[src/core/pwmosc_regs.svh]
`ifndef PWMOSC_REGS_SVH
`define PWMOSC_REGS_SVH

// Register word addresses
`define PWMOSC_ADDR_MOD 8'h80
`define PWMOSC_ADDR_FLOOR_A 8'h81
`define PWMOSC_ADDR_FLOOR_B 8'h82
`define PWMOSC_ADDR_GAP_A 8'h83
`define PWMOSC_ADDR_GAP_B 8'h84
`define PWMOSC_ADDR_ROUTE_A 8'h85
`define PWMOSC_ADDR_ROUTE_B 8'h86
`define PWMOSC_ADDR_PHONES 8'h87
`define PWMOSC_ADDR_FAULT 8'h88
`define PWMOSC_ADDR_PSE 8'h89
`define PWMOSC_ADDR_RAMP 8'h8a

// Reset values
`define PWMOSC_RST_MOD 16'h0005
`define PWMOSC_RST_FLOOR 16'h6666
`define PWMOSC_RST_GAP 16'h0000
`define PWMOSC_RST_ROUTE_A 16'h1367
`define PWMOSC_RST_ROUTE_B 16'h0245
`define PWMOSC_RST_PHONES 16'h007f
`define PWMOSC_RST_FAULT 16'h208f
`define PWMOSC_RST_PSE 16'h0081
`define PWMOSC_RST_RAMP 16'h8010

// Writable bits per register
`define PWMOSC_MASK_MOD 16'h00ff
`define PWMOSC_MASK_ROUTE 16'h7777
`define PWMOSC_MASK_PHONES 16'h017f
`define PWMOSC_MASK_FAULT 16'h3fff
`define PWMOSC_MASK_PSE 16'h01ff

// Field positions
`define PWMOSC_DC_CUT_BIT 2
`define PWMOSC_DITHER_BIT 3
`define PWMOSC_HSNR_BIT 4
`define PWMOSC_NSHAPE_BIT 5
`define PWMOSC_HP_ON_BIT 8
`define PWMOSC_OVL_POL_BIT 7
`define PWMOSC_OVL_STAT_BIT 15
`define PWMOSC_PSE_TYPE_BIT 7
`define PWMOSC_PSE_USER_BIT 8

// Modulation index multipliers over 32
`define PWMOSC_MI_M0 7'h1d
`define PWMOSC_MI_M1 7'h1e
`define PWMOSC_MI_M2 7'h1f
`define PWMOSC_MI_SHIFT 5

// Sustain codes
`define PWMOSC_SUS_NONE 6'h00
`define PWMOSC_SUS_LATCH 6'h3f

// Timing
`define PWMOSC_REF_HZ 20000000
`define PWMOSC_DET_STEP_NS 667000
`define PWMOSC_SUS_STEP_NS 85300000
`define PWMOSC_LEAD_STEP_NS 5330000
`define PWMOSC_SOFT_STEP_NS 667000
`define PWMOSC_MINP_STEP_NS 83000

`endif

[src/core/pwmosc_pkg.sv]
package pwmosc_pkg;

  typedef struct packed {
    logic [1:0] sw_freq;
    logic high_snr;
    logic noise_shape;
    logic [7:0][3:0] pulse_floor;
    logic [7:0][3:0] gap_time;
  } pwmosc_cfg_t;

  typedef enum logic [2:0] {
    PWMOSC_SQ_OFF = 3'b000,
    PWMOSC_SQ_LEAD = 3'b001,
    PWMOSC_SQ_MINP = 3'b010,
    PWMOSC_SQ_SOFT = 3'b011,
    PWMOSC_SQ_RUN = 3'b100
  } pwmosc_seq_t;

  typedef enum logic [1:0] {
    PWMOSC_SH_IDLE = 2'b00,
    PWMOSC_SH_TIMED = 2'b01,
    PWMOSC_SH_LATCH = 2'b10,
    PWMOSC_SH_WAITON = 2'b11
  } pwmosc_shut_t;

endpackage : pwmosc_pkg

[src/core/pwmosc_top.sv]
// Operation
// - Modulation index code picks 90.63, 93.75 (reset) or 96.88 percent gain.
// - Bit 2 set removes DC from modulator input; set after reset.
// - Bit 3 adds dither only while one; zero at reset.
// - Bit 4 selects high signal-to-noise mode; normal after reset.
// - Bit 5 enables high-bandwidth noise shaping; cleared at reset.
// - Bits 7:6 pick 384, 192, 96 or 384 kHz switching.
// - Minimum pulse is (setting plus two) times 10 ns; resets to 0110.
// - Pulse floor nibbles in output order across two registers.
// - Dead time is setting times 5 ns per output; zero after reset.
// - Three-bit code routes one internal channel to each output.
// - Route codes at bits 2:0,6:4,10:8,14:12; gaps reserved.
// - Bit 8 of headphone register enters headphone mode; off at reset.
// - In headphone mode, channels with off bits set are silenced.
// - Overload declared after input held for count of 0.667 ms steps.
// - Bit 7 sets overload input polarity; active high after reset.
// - Overload shuts all outputs for sustain steps; 0 none, 3f latched.
// - Bit 15 shows external input if sustain zero, else internal state.
// - Power stage enable from bit 8, or from global switch when linked.
// - Linked mode leads PWM start by count of 5.33 ms steps.
// - Soft start over 0.667 ms steps; minimum pulse hold over 0.083 ms steps.
`include "pwmosc_regs.svh"
`timescale 1ns/10ps
`default_nettype none

module pwmosc_top
  import pwmosc_pkg::*;
#(
  parameter int unsigned SW = 24,
  parameter int unsigned REF_HZ = `PWMOSC_REF_HZ,
  parameter int unsigned DET_STEP_CYC =
    int'((64'(`PWMOSC_DET_STEP_NS) * REF_HZ + 64'd999999999) / 64'd1000000000),
  parameter int unsigned SUS_STEP_CYC =
    int'((64'(`PWMOSC_SUS_STEP_NS) * REF_HZ + 64'd999999999) / 64'd1000000000),
  parameter int unsigned LEAD_STEP_CYC =
    int'((64'(`PWMOSC_LEAD_STEP_NS) * REF_HZ + 64'd999999999) / 64'd1000000000),
  parameter int unsigned SOFT_STEP_CYC =
    int'((64'(`PWMOSC_SOFT_STEP_NS) * REF_HZ + 64'd999999999) / 64'd1000000000)
) (
  input wire logic ref_clk, // Core clock
  input wire logic sys_rst, // Synchronous reset, active high
  input wire logic [7:0] reg_addr, // Register word address
  input wire logic [15:0] reg_wdata, // Write data
  input wire logic reg_wr, // Write strobe
  input wire logic reg_rd, // Read strobe
  output logic [15:0] reg_rdata, // Read data, one cycle after reg_rd
  output logic reg_rvalid, // Read data valid
  input wire logic pwm_global_off, // Global PWM switch, 1 = off
  input wire logic [7:0][SW-1:0] ch_in, // Internal channels, signed
  input wire logic overload_in, // Overload pin from power stage
  output logic [7:0][SW-1:0] pwm_sample, // Scaled sample per PWM output
  output var pwmosc_cfg_t mod_cfg, // Modulator timing and mode settings
  output logic sub_line_mute, // Subwoofer line-out silenced
  output logic pwm_enable, // PWM outputs switching
  output logic soft_ramp, // Soft start in progress
  output logic min_pulse_hold, // Minimum pulse phase
  output logic power_stage_enable, // External power stage enable
  output logic overload_flag // Overload monitor bit
);

  localparam int unsigned MINP_STEP_CYC =
    int'((64'(`PWMOSC_MINP_STEP_NS) * REF_HZ + 64'd999999999) / 64'd1000000000);
  localparam int unsigned DC_SH = 10;

  logic [15:0] modulator_setup;
  logic [15:0] pulse_floor_ch1_4;
  logic [15:0] pulse_floor_ch5_8;
  logic [15:0] gap_time_ch1_4;
  logic [15:0] gap_time_ch5_8;
  logic [15:0] channel_route_a;
  logic [15:0] channel_route_b;
  logic [15:0] phones_setup;
  logic [13:0] fault_guard;
  logic [15:0] power_stage_enable_timing;
  logic [15:0] ramp_setup;
  logic ovl_meta;
  logic ovl_sync;
  logic ovl_act;
  logic [31:0] det_tick;
  logic [6:0] det_step;
  logic ovl_det;
  logic [31:0] seq_tick;
  logic [7:0] seq_step;
  logic [31:0] seq_len;
  logic [7:0] seq_target;
  logic seq_done;
  logic [31:0] sus_tick;
  logic [5:0] sus_step;
  logic [15:0] lfsr;
  logic shut_active;
  logic [5:0] sus_code;
  logic linked;
  pwmosc_seq_t seq_state;
  pwmosc_seq_t next_seq_state;
  pwmosc_shut_t shut_state;
  pwmosc_shut_t next_shut_state;

  assign sus_code = fault_guard[13:8];
  assign linked = power_stage_enable_timing[`PWMOSC_PSE_TYPE_BIT];

  // Register writes; reserved bits masked off
  always_ff @(posedge ref_clk) begin
    if (sys_rst) begin
      modulator_setup <= `PWMOSC_RST_MOD;
      pulse_floor_ch1_4 <= `PWMOSC_RST_FLOOR;
      pulse_floor_ch5_8 <= `PWMOSC_RST_FLOOR;
      gap_time_ch1_4 <= `PWMOSC_RST_GAP;
      gap_time_ch5_8 <= `PWMOSC_RST_GAP;
      channel_route_a <= `PWMOSC_RST_ROUTE_A;
      channel_route_b <= `PWMOSC_RST_ROUTE_B;
      phones_setup <= `PWMOSC_RST_PHONES;
      fault_guard <= 14'(`PWMOSC_RST_FAULT);
      power_stage_enable_timing <= `PWMOSC_RST_PSE;
      ramp_setup <= `PWMOSC_RST_RAMP;
    end else if (reg_wr) begin
      case (reg_addr)
        `PWMOSC_ADDR_MOD: modulator_setup <= reg_wdata & `PWMOSC_MASK_MOD;
        `PWMOSC_ADDR_FLOOR_A: pulse_floor_ch1_4 <= reg_wdata;
        `PWMOSC_ADDR_FLOOR_B: pulse_floor_ch5_8 <= reg_wdata;
        `PWMOSC_ADDR_GAP_A: gap_time_ch1_4 <= reg_wdata;
        `PWMOSC_ADDR_GAP_B: gap_time_ch5_8 <= reg_wdata;
        `PWMOSC_ADDR_ROUTE_A: channel_route_a <= reg_wdata & `PWMOSC_MASK_ROUTE;
        `PWMOSC_ADDR_ROUTE_B: channel_route_b <= reg_wdata & `PWMOSC_MASK_ROUTE;
        `PWMOSC_ADDR_PHONES: phones_setup <= reg_wdata & `PWMOSC_MASK_PHONES;
        `PWMOSC_ADDR_FAULT: fault_guard <= reg_wdata[13:0];
        `PWMOSC_ADDR_PSE: power_stage_enable_timing <= reg_wdata & `PWMOSC_MASK_PSE;
        `PWMOSC_ADDR_RAMP: ramp_setup <= reg_wdata;
        default: ;
      endcase
    end
  end

  // Read port; unmapped addresses return zero
  always_ff @(posedge ref_clk) begin
    if (sys_rst) begin
      reg_rdata <= 16'h0000;
      reg_rvalid <= 1'b0;
    end else begin
      reg_rvalid <= reg_rd;
      if (reg_rd) begin
        case (reg_addr)
          `PWMOSC_ADDR_MOD: reg_rdata <= modulator_setup;
          `PWMOSC_ADDR_FLOOR_A: reg_rdata <= pulse_floor_ch1_4;
          `PWMOSC_ADDR_FLOOR_B: reg_rdata <= pulse_floor_ch5_8;
          `PWMOSC_ADDR_GAP_A: reg_rdata <= gap_time_ch1_4;
          `PWMOSC_ADDR_GAP_B: reg_rdata <= gap_time_ch5_8;
          `PWMOSC_ADDR_ROUTE_A: reg_rdata <= channel_route_a;
          `PWMOSC_ADDR_ROUTE_B: reg_rdata <= channel_route_b;
          `PWMOSC_ADDR_PHONES: reg_rdata <= phones_setup;
          `PWMOSC_ADDR_FAULT: reg_rdata <= {overload_flag, 1'b0, fault_guard};
          `PWMOSC_ADDR_PSE: reg_rdata <= power_stage_enable_timing;
          `PWMOSC_ADDR_RAMP: reg_rdata <= ramp_setup;
          default: reg_rdata <= 16'h0000;
        endcase
      end
    end
  end

  // Settings handed to the switching modulator
  assign mod_cfg.sw_freq = modulator_setup[7:6];
  assign mod_cfg.high_snr = modulator_setup[`PWMOSC_HSNR_BIT];
  assign mod_cfg.noise_shape = modulator_setup[`PWMOSC_NSHAPE_BIT];
  assign mod_cfg.pulse_floor = {pulse_floor_ch5_8, pulse_floor_ch1_4};
  assign mod_cfg.gap_time = {gap_time_ch5_8, gap_time_ch1_4};

  // Overload pin synchroniser
  always_ff @(posedge ref_clk) begin
    if (sys_rst) begin
      ovl_meta <= 1'b0;
      ovl_sync <= 1'b0;
    end else begin
      ovl_meta <= overload_in;
      ovl_sync <= ovl_meta;
    end
  end

  assign ovl_act = fault_guard[`PWMOSC_OVL_POL_BIT] ? ovl_sync : ~ovl_sync;
  assign ovl_det = ovl_act && (det_step >= fault_guard[6:0]);

  // Qualification timer restarts whenever the input drops
  always_ff @(posedge ref_clk) begin
    if (sys_rst || !ovl_act) begin
      det_tick <= 32'h0;
      det_step <= 7'h00;
    end else if (det_tick == DET_STEP_CYC - 1) begin
      det_tick <= 32'h0;
      if (det_step != 7'h7f) begin
        det_step <= det_step + 7'h01;
      end
    end else begin
      det_tick <= det_tick + 32'h1;
    end
  end

  // Shutdown control
  always_comb begin
    next_shut_state = shut_state;
    case (shut_state)
      PWMOSC_SH_IDLE: begin
        if (ovl_det && sus_code != `PWMOSC_SUS_NONE) begin
          next_shut_state = (sus_code == `PWMOSC_SUS_LATCH) ? PWMOSC_SH_LATCH : PWMOSC_SH_TIMED;
        end
      end
      PWMOSC_SH_TIMED: begin
        if (sus_step >= sus_code) begin
          next_shut_state = PWMOSC_SH_IDLE;
        end
      end
      PWMOSC_SH_LATCH: begin
        if (pwm_global_off) begin
          next_shut_state = PWMOSC_SH_WAITON;
        end
      end
      PWMOSC_SH_WAITON: begin
        if (!pwm_global_off) begin
          next_shut_state = PWMOSC_SH_IDLE;
        end
      end
      default: next_shut_state = PWMOSC_SH_IDLE;
    endcase
  end

  always_ff @(posedge ref_clk) begin
    if (sys_rst) begin
      shut_state <= PWMOSC_SH_IDLE;
    end else begin
      shut_state <= next_shut_state;
    end
  end

  assign shut_active = (shut_state != PWMOSC_SH_IDLE);

  always_ff @(posedge ref_clk) begin
    if (sys_rst || shut_state != PWMOSC_SH_TIMED) begin
      sus_tick <= 32'h0;
      sus_step <= 6'h00;
    end else if (sus_tick == SUS_STEP_CYC - 1) begin
      sus_tick <= 32'h0;
      sus_step <= sus_step + 6'h01;
    end else begin
      sus_tick <= sus_tick + 32'h1;
    end
  end

  always_ff @(posedge ref_clk) begin
    if (sys_rst) begin
      overload_flag <= 1'b0;
    end else begin
      overload_flag <= (sus_code == `PWMOSC_SUS_NONE) ? ovl_act : shut_active;
    end
  end

  // Start sequence: lead, minimum pulse, soft ramp, run
  always_comb begin
    seq_len = 32'(MINP_STEP_CYC);
    seq_target = 8'h00;
    case (seq_state)
      PWMOSC_SQ_LEAD: begin
        seq_len = 32'(LEAD_STEP_CYC);
        seq_target = linked ? {1'b0, power_stage_enable_timing[6:0]} : 8'h00;
      end
      PWMOSC_SQ_MINP: begin
        seq_len = 32'(MINP_STEP_CYC);
        seq_target = ramp_setup[15:8];
      end
      PWMOSC_SQ_SOFT: begin
        seq_len = 32'(SOFT_STEP_CYC);
        seq_target = ramp_setup[7:0];
      end
      default: ;
    endcase
  end

  assign seq_done = (seq_step >= seq_target);

  always_comb begin
    next_seq_state = seq_state;
    if (pwm_global_off) begin
      next_seq_state = PWMOSC_SQ_OFF;
    end else begin
      case (seq_state)
        PWMOSC_SQ_OFF: begin
          if (!shut_active) begin
            next_seq_state = PWMOSC_SQ_LEAD;
          end
        end
        PWMOSC_SQ_LEAD: next_seq_state = seq_done ? PWMOSC_SQ_MINP : PWMOSC_SQ_LEAD;
        PWMOSC_SQ_MINP: next_seq_state = seq_done ? PWMOSC_SQ_SOFT : PWMOSC_SQ_MINP;
        PWMOSC_SQ_SOFT: next_seq_state = seq_done ? PWMOSC_SQ_RUN : PWMOSC_SQ_SOFT;
        PWMOSC_SQ_RUN: ;
        default: next_seq_state = PWMOSC_SQ_OFF;
      endcase
    end
  end

  always_ff @(posedge ref_clk) begin
    if (sys_rst) begin
      seq_state <= PWMOSC_SQ_OFF;
    end else begin
      seq_state <= next_seq_state;
    end
  end

  // Step timer restarts on every state change
  always_ff @(posedge ref_clk) begin
    if (sys_rst || next_seq_state != seq_state) begin
      seq_tick <= 32'h0;
      seq_step <= 8'h00;
    end else if (seq_tick >= seq_len - 32'h1) begin
      seq_tick <= 32'h0;
      if (seq_step != 8'hff) begin
        seq_step <= seq_step + 8'h01;
      end
    end else begin
      seq_tick <= seq_tick + 32'h1;
    end
  end

  always_ff @(posedge ref_clk) begin
    if (sys_rst) begin
      pwm_enable <= 1'b0;
      soft_ramp <= 1'b0;
      min_pulse_hold <= 1'b0;
      power_stage_enable <= 1'b0;
    end else begin
      pwm_enable <= !shut_active && (next_seq_state == PWMOSC_SQ_MINP ||
        next_seq_state == PWMOSC_SQ_SOFT || next_seq_state == PWMOSC_SQ_RUN);
      soft_ramp <= (next_seq_state == PWMOSC_SQ_SOFT);
      min_pulse_hold <= (next_seq_state == PWMOSC_SQ_MINP);
      power_stage_enable <= linked ? (next_seq_state != PWMOSC_SQ_OFF)
        : power_stage_enable_timing[`PWMOSC_PSE_USER_BIT];
    end
  end

  // Dither source; one LSB of noise is enough to break idle tones
  always_ff @(posedge ref_clk) begin
    if (sys_rst) begin
      lfsr <= 16'hace1;
    end else begin
      lfsr <= {lfsr[14:0], lfsr[15] ^ lfsr[13] ^ lfsr[12] ^ lfsr[10]};
    end
  end

  always_ff @(posedge ref_clk) begin
    if (sys_rst) begin
      sub_line_mute <= 1'b0;
    end else begin
      sub_line_mute <= phones_setup[`PWMOSC_HP_ON_BIT] && phones_setup[6];
    end
  end

  genvar o;
  generate
    for (o = 0; o < 8; o++) begin : g_out
      logic [2:0] src;
      logic muted;
      logic signed [SW-1:0] x;
      logic signed [SW-1:0] dc_est;
      logic signed [SW:0] diff;
      logic signed [SW:0] y;
      logic [6:0] mult;
      logic signed [SW+7:0] prod;
      logic signed [SW+7:0] scaled;
      logic signed [SW+7:0] hi_lim;
      logic signed [SW+7:0] lo_lim;

      assign src = (o < 4) ? channel_route_a[4*(o%4) +: 3] : channel_route_b[4*(o%4) +: 3];
      assign x = $signed(ch_in[src]);
      // Front channels have no headphone off bit and always pass
      assign muted = phones_setup[`PWMOSC_HP_ON_BIT] && (src >= 3'd2) &&
        phones_setup[src - 3'd2];
      assign diff = {x[SW-1], x} - {dc_est[SW-1], dc_est};
      assign y = modulator_setup[`PWMOSC_DC_CUT_BIT] ? diff : {x[SW-1], x};
      always_comb begin
        case (modulator_setup[1:0])
          2'b00: mult = `PWMOSC_MI_M0;
          2'b10: mult = `PWMOSC_MI_M2;
          default: mult = `PWMOSC_MI_M1;
        endcase
      end
      assign prod = (SW+8)'(y * $signed({1'b0, mult}));
      assign scaled = (prod >>> `PWMOSC_MI_SHIFT) +
        (SW+8)'(modulator_setup[`PWMOSC_DITHER_BIT] & lfsr[o]);
      assign hi_lim = (SW+8)'({1'b0, {(SW-1){1'b1}}});
      assign lo_lim = -hi_lim - (SW+8)'(1);

      // Slow leaky average tracks the DC offset
      always_ff @(posedge ref_clk) begin
        if (sys_rst) begin
          dc_est <= '0;
        end else begin
          dc_est <= SW'(dc_est + (diff >>> DC_SH));
        end
      end

      always_ff @(posedge ref_clk) begin
        if (sys_rst || muted || !pwm_enable) begin
          pwm_sample[o] <= '0;
        end else if (scaled > hi_lim) begin
          pwm_sample[o] <= hi_lim[SW-1:0];
        end else if (scaled < lo_lim) begin
          pwm_sample[o] <= lo_lim[SW-1:0];
        end else begin
          pwm_sample[o] <= scaled[SW-1:0];
        end
      end
    end
  endgenerate
endmodule : pwmosc_top

`default_nettype wire

[config.mk]
export PLATFORM = sky130hd
export DESIGN_NAME = pwmosc_top
export DESIGN_NICKNAME = d
export VERILOG_FILES = /design/src/core/pwmosc_pkg.sv /design/src/core/pwmosc_top.sv
export VERILOG_INCLUDE_DIRS = /design/src /design/src/core
export SDC_FILE = /design/constraint.sdc
export NUM_CORES = 2
export LEC_CHECK = 0
export BUFFER_PORTS_ARGS = -buffer_cell sky130_fd_sc_hd__buf_2
export CORE_MARGIN = 10
export CORE_UTILIZATION = 45
export CTS_BUF_LIST = sky130_fd_sc_hd__clkbuf_2
export DETAILED_ROUTE_END_ITERATION = 10
export REMOVE_ABC_BUFFERS = 1
export SLEW_MARGIN = 5
export SYNTH_ARGS = -nofsm -noshare
export SYNTH_HDL_FRONTEND = slang
export SYNTH_SLANG_ARGS = --single-unit
[constraint.sdc]
create_clock -name ref_clk -period 11.74 [get_ports ref_clk]
set_input_delay 1.174 -clock ref_clk [delete_from_list [all_inputs] [get_ports ref_clk]]
set_output_delay 1.174 -clock ref_clk [all_outputs]
set_load 0.02 [all_outputs]
==> flow_summary.yaml <==
worst_setup_path:
  critical_path_arrival_ns: 12.58
  path_buf_inv: 3
  critPathLaunchType: "register"
  cp_top_family: "compound AO/OA/AOI/OAI gates"
  r2r_start: "channel_route_b[4]$_SDFFE_PP0P_"
  path_class: "register to register"
  worst_ep_required_time_ns: 13.35
  cpPeakStageDelay_ns: 0.75
  cp_common_cell: "o21ai_0"
  startpoint: "channel_route_b[4]$_SDFFE_PP0P_"
  cp_max_fo: 20
  slowest_stage: "dfxtp_4"
  setup.worst_path.end_class: "register"
synth:
  ys_top_cells_by_area: "dfxtp_1, fa_1, ha_1, mux4_2, inv_1"
  ys_async_sr_fraction_pct: 0
  synth.avg_cell_area_um2: 8.293
  synthFlopType: "dfxtp_1"
  yosysUniqueCellTypes: 103
  yosys_warnings: 0
  synth_edf_count: 0
  synth_seq_area_share_pct: 15.48
  ys_seq_elements: 690
  yosysTopAreaCellShare_pct: 15.48
  synth_area_um2: 89230
  syn_inst: 10760
  synth_area_leader_cell: "dfxtp_1"
final_layout:
  design_area_um2: 97120
  final_cell_mix: "inv_1, nand2_1, ha_1"
  layout_commonest_cell: "inv_1"
  drive_above_1_share_pct: 13.63
  nNetsFinal: 12950
  area_growth_pct: 8.839
clock_tree:
  cts.path.max_buffers: 3
  post_cts_buffers: 0
  cts.clk_slew.worst_paths_ns: 0.13
  cts_tree: "done"
  htree_levels: 4
  cts_root_buffer: "clkbuf_2"
  clock_latency_ns: 1.88
  cts_buffers: 202
  cts_sinks: 690
detailed_routing:
  drt_iter0_drc: 7336
  drc: 0
  vias: 80950
  via_per_inst: 5.728
  met2_length_mm: 145.4
  dr.pass1.iters: 8
  wl_met3_mm: 31.82
  finalWirelength_mm: 332.1
  wl_per_cell_um: 23.50
  wl_met1_mm: 127.2
  ant_nets: 0
  routed.top_layer: "met5"
grt:
  grt_max_degree: 137
  grt_overflow_total: 0
  grt_usage_pct: 29.77
  grt_pass1_wl_mm: 494.5
  antenna_found_initial: 131
  grt_pass1_vias: 79520
place:
  place.gp.congestion: 1.005
  post-place-ws_ns: 0.1121
  post_dp_cell_area_um2: 94700
  numPortBuffers: 504
  dpl.hpwl_mm: 265.2
sta:
  setup_viol: 0
  worst_pin_slew_ns: 1.320
  fin_crit_sh_pct: 93.48
  rsz0062_at_grt: "no"
  finalCriticalPeriod_ns: 10.97
  whs_ns: 0.2505
  final.setup.worst_slack_ns: 0.7653
  relSlewSlack_pct: 11.99
  hold_viol: 0
  finalMaxSlewViolations: 0
  clock_skew_ns: 0.1546
  fmax_mhz: 91.12
worst_hold_path:
  min_from: "reg_wdata[10]"
  hold_class: "input port to register"
status:
  outcome: "finished, final reports clean"
die:
  io_pins: 505
  dieArea_um2: 216500
  core_area_um2: 197200
  die_y_um: 465.3
  die_w_um: 465.3
  rows: 163
  start_util_pct: 45.25
flow_run:
  maxCapViolCount: 0
-- registers in the layout, summed over array words and instances, names as in the netlist, 12 cells and up --
signal             cells
gap_time_ch1_4        16
channel_route_a       12
gap_time_ch5_8        16
det_tick              32
ramp_setup            16
lfsr                  16
sus_tick              32
pulse_floor_ch5_8     16
pulse_floor_ch1_4     16
reg_rdata             16
fault_guard           14
pwm_sample           192
g_out.dc_est         192
seq_tick              32
channel_route_b       12
-- final timing paths --
| path | slack [ns] | depth (start not counted) | end |
|---|---|---|---|
| max reg2reg | 0.77 | 38 | pwm_sample[126]$_SDFF_PP0_ |
| min | 0.25 | 4 | gap_time_ch5_8[10]$_SDFFE_PP0P_ |
| min reg2reg | 0.43 | 1 | lfsr[14]$_SDFF_PP0_ |
| max | 0.77 | 38 | pwm_sample[126]$_SDFF_PP0_ |
-- logic make-up (layout without fill, tap and decap cells) --
kind of cell             Yosys count  in the layout  synth area share (%)
AO/OA/AOI/OAI                   1895           1895                 13.50
XOR/XNOR                         774            774                 7.597
adder cells (fa/ha/maj)         1485           1485                 25.66
buffers and inverters           1992           2606                 8.475
flip-flops                       690            690                 15.48
multiplexers                     571            571                 12.15
other                              1            118              0.004202
AND/OR/NAND/NOR                 3352           3352                 17.13
-- synth_stat cells, types with 22 or more instances --
master	n
o21bai_1	92
nor2b_1	96
nand3_1	213
and3_1	83
dfxtp_1	690
or4_1	22
nor4_1	44
nand2b_1	211
nor2_1	906
o211ai_1	50
nor3b_1	25
or2_2	59
ha_1	908
xor2_1	335
o21a_1	74
inv_1	1574
o21ai_0	273
nand2_1	1276
and2_1	66
a21boi_0	31
o31ai_1	37
a21o_1	204
a21oi_1	728
a22oi_1	28
xnor2_1	439
mux2i_1	104
a31oi_1	56
mux4_2	403
nand4_1	73
nor3_1	142
a211o_1	29
or3_1	75
mux2_2	64
fa_1	576
clkbuf_1	292
a211oi_1	60
buf_1	85
-- per-layer routing --
| metal | up-vias | track usage (%) |
|---|---|---|
| met4 | 30 | 22.42 |
| met5 | - | 0 |
| li1 | 37570 | - |
| met1 | 38880 | 35.08 |
| met3 | 937 | 8.736 |
| met2 | 3537 | 45.78 |
-- tightest hold or removal path: cells and delay by family --
family                 cells  cell delay (ns)
and+or+nand+nor            1             0.10
AOI/OAI and AO/OA          1             0.06
buffers and inverters      2             0.77
-- metrics by stage --
stage | instances | TNS, ns | util [%]
after floorplan | 10370 | -822.39 | -
after global placement | 13650 | 0 | 48.02
after detailed placement | 13650 | 0 | 48.02
after CTS | 14040 | 0 | 49.12
after global routing | 14100 | 0 | 49.21
final | 14130 | 0 | 49.25
-- layout make-up --
class / count / area (um^2)
fillers: 19420 / 100100
inverters: 1582 / 5943
flip-flops and latches: 690 / 13860
repair buffers: 664 / 3881
clock inverters: 82 / 486.7
clock buffers: 278 / 1391
diodes: 96 / 240.2
multi-input cells: 8099 / 68010
well taps: 2640 / 3303
-- what timing repair did --
item	CTS	global route
setup endpoints to repair	0	20
hold buffers	29	0
gates resized for setup	0	1
endpoints found under the hold margin	240	0
Power is left out: the tool's default activity adds up to more than one toggle a clock period on the data nets, which glitch-free logic cannot reach.
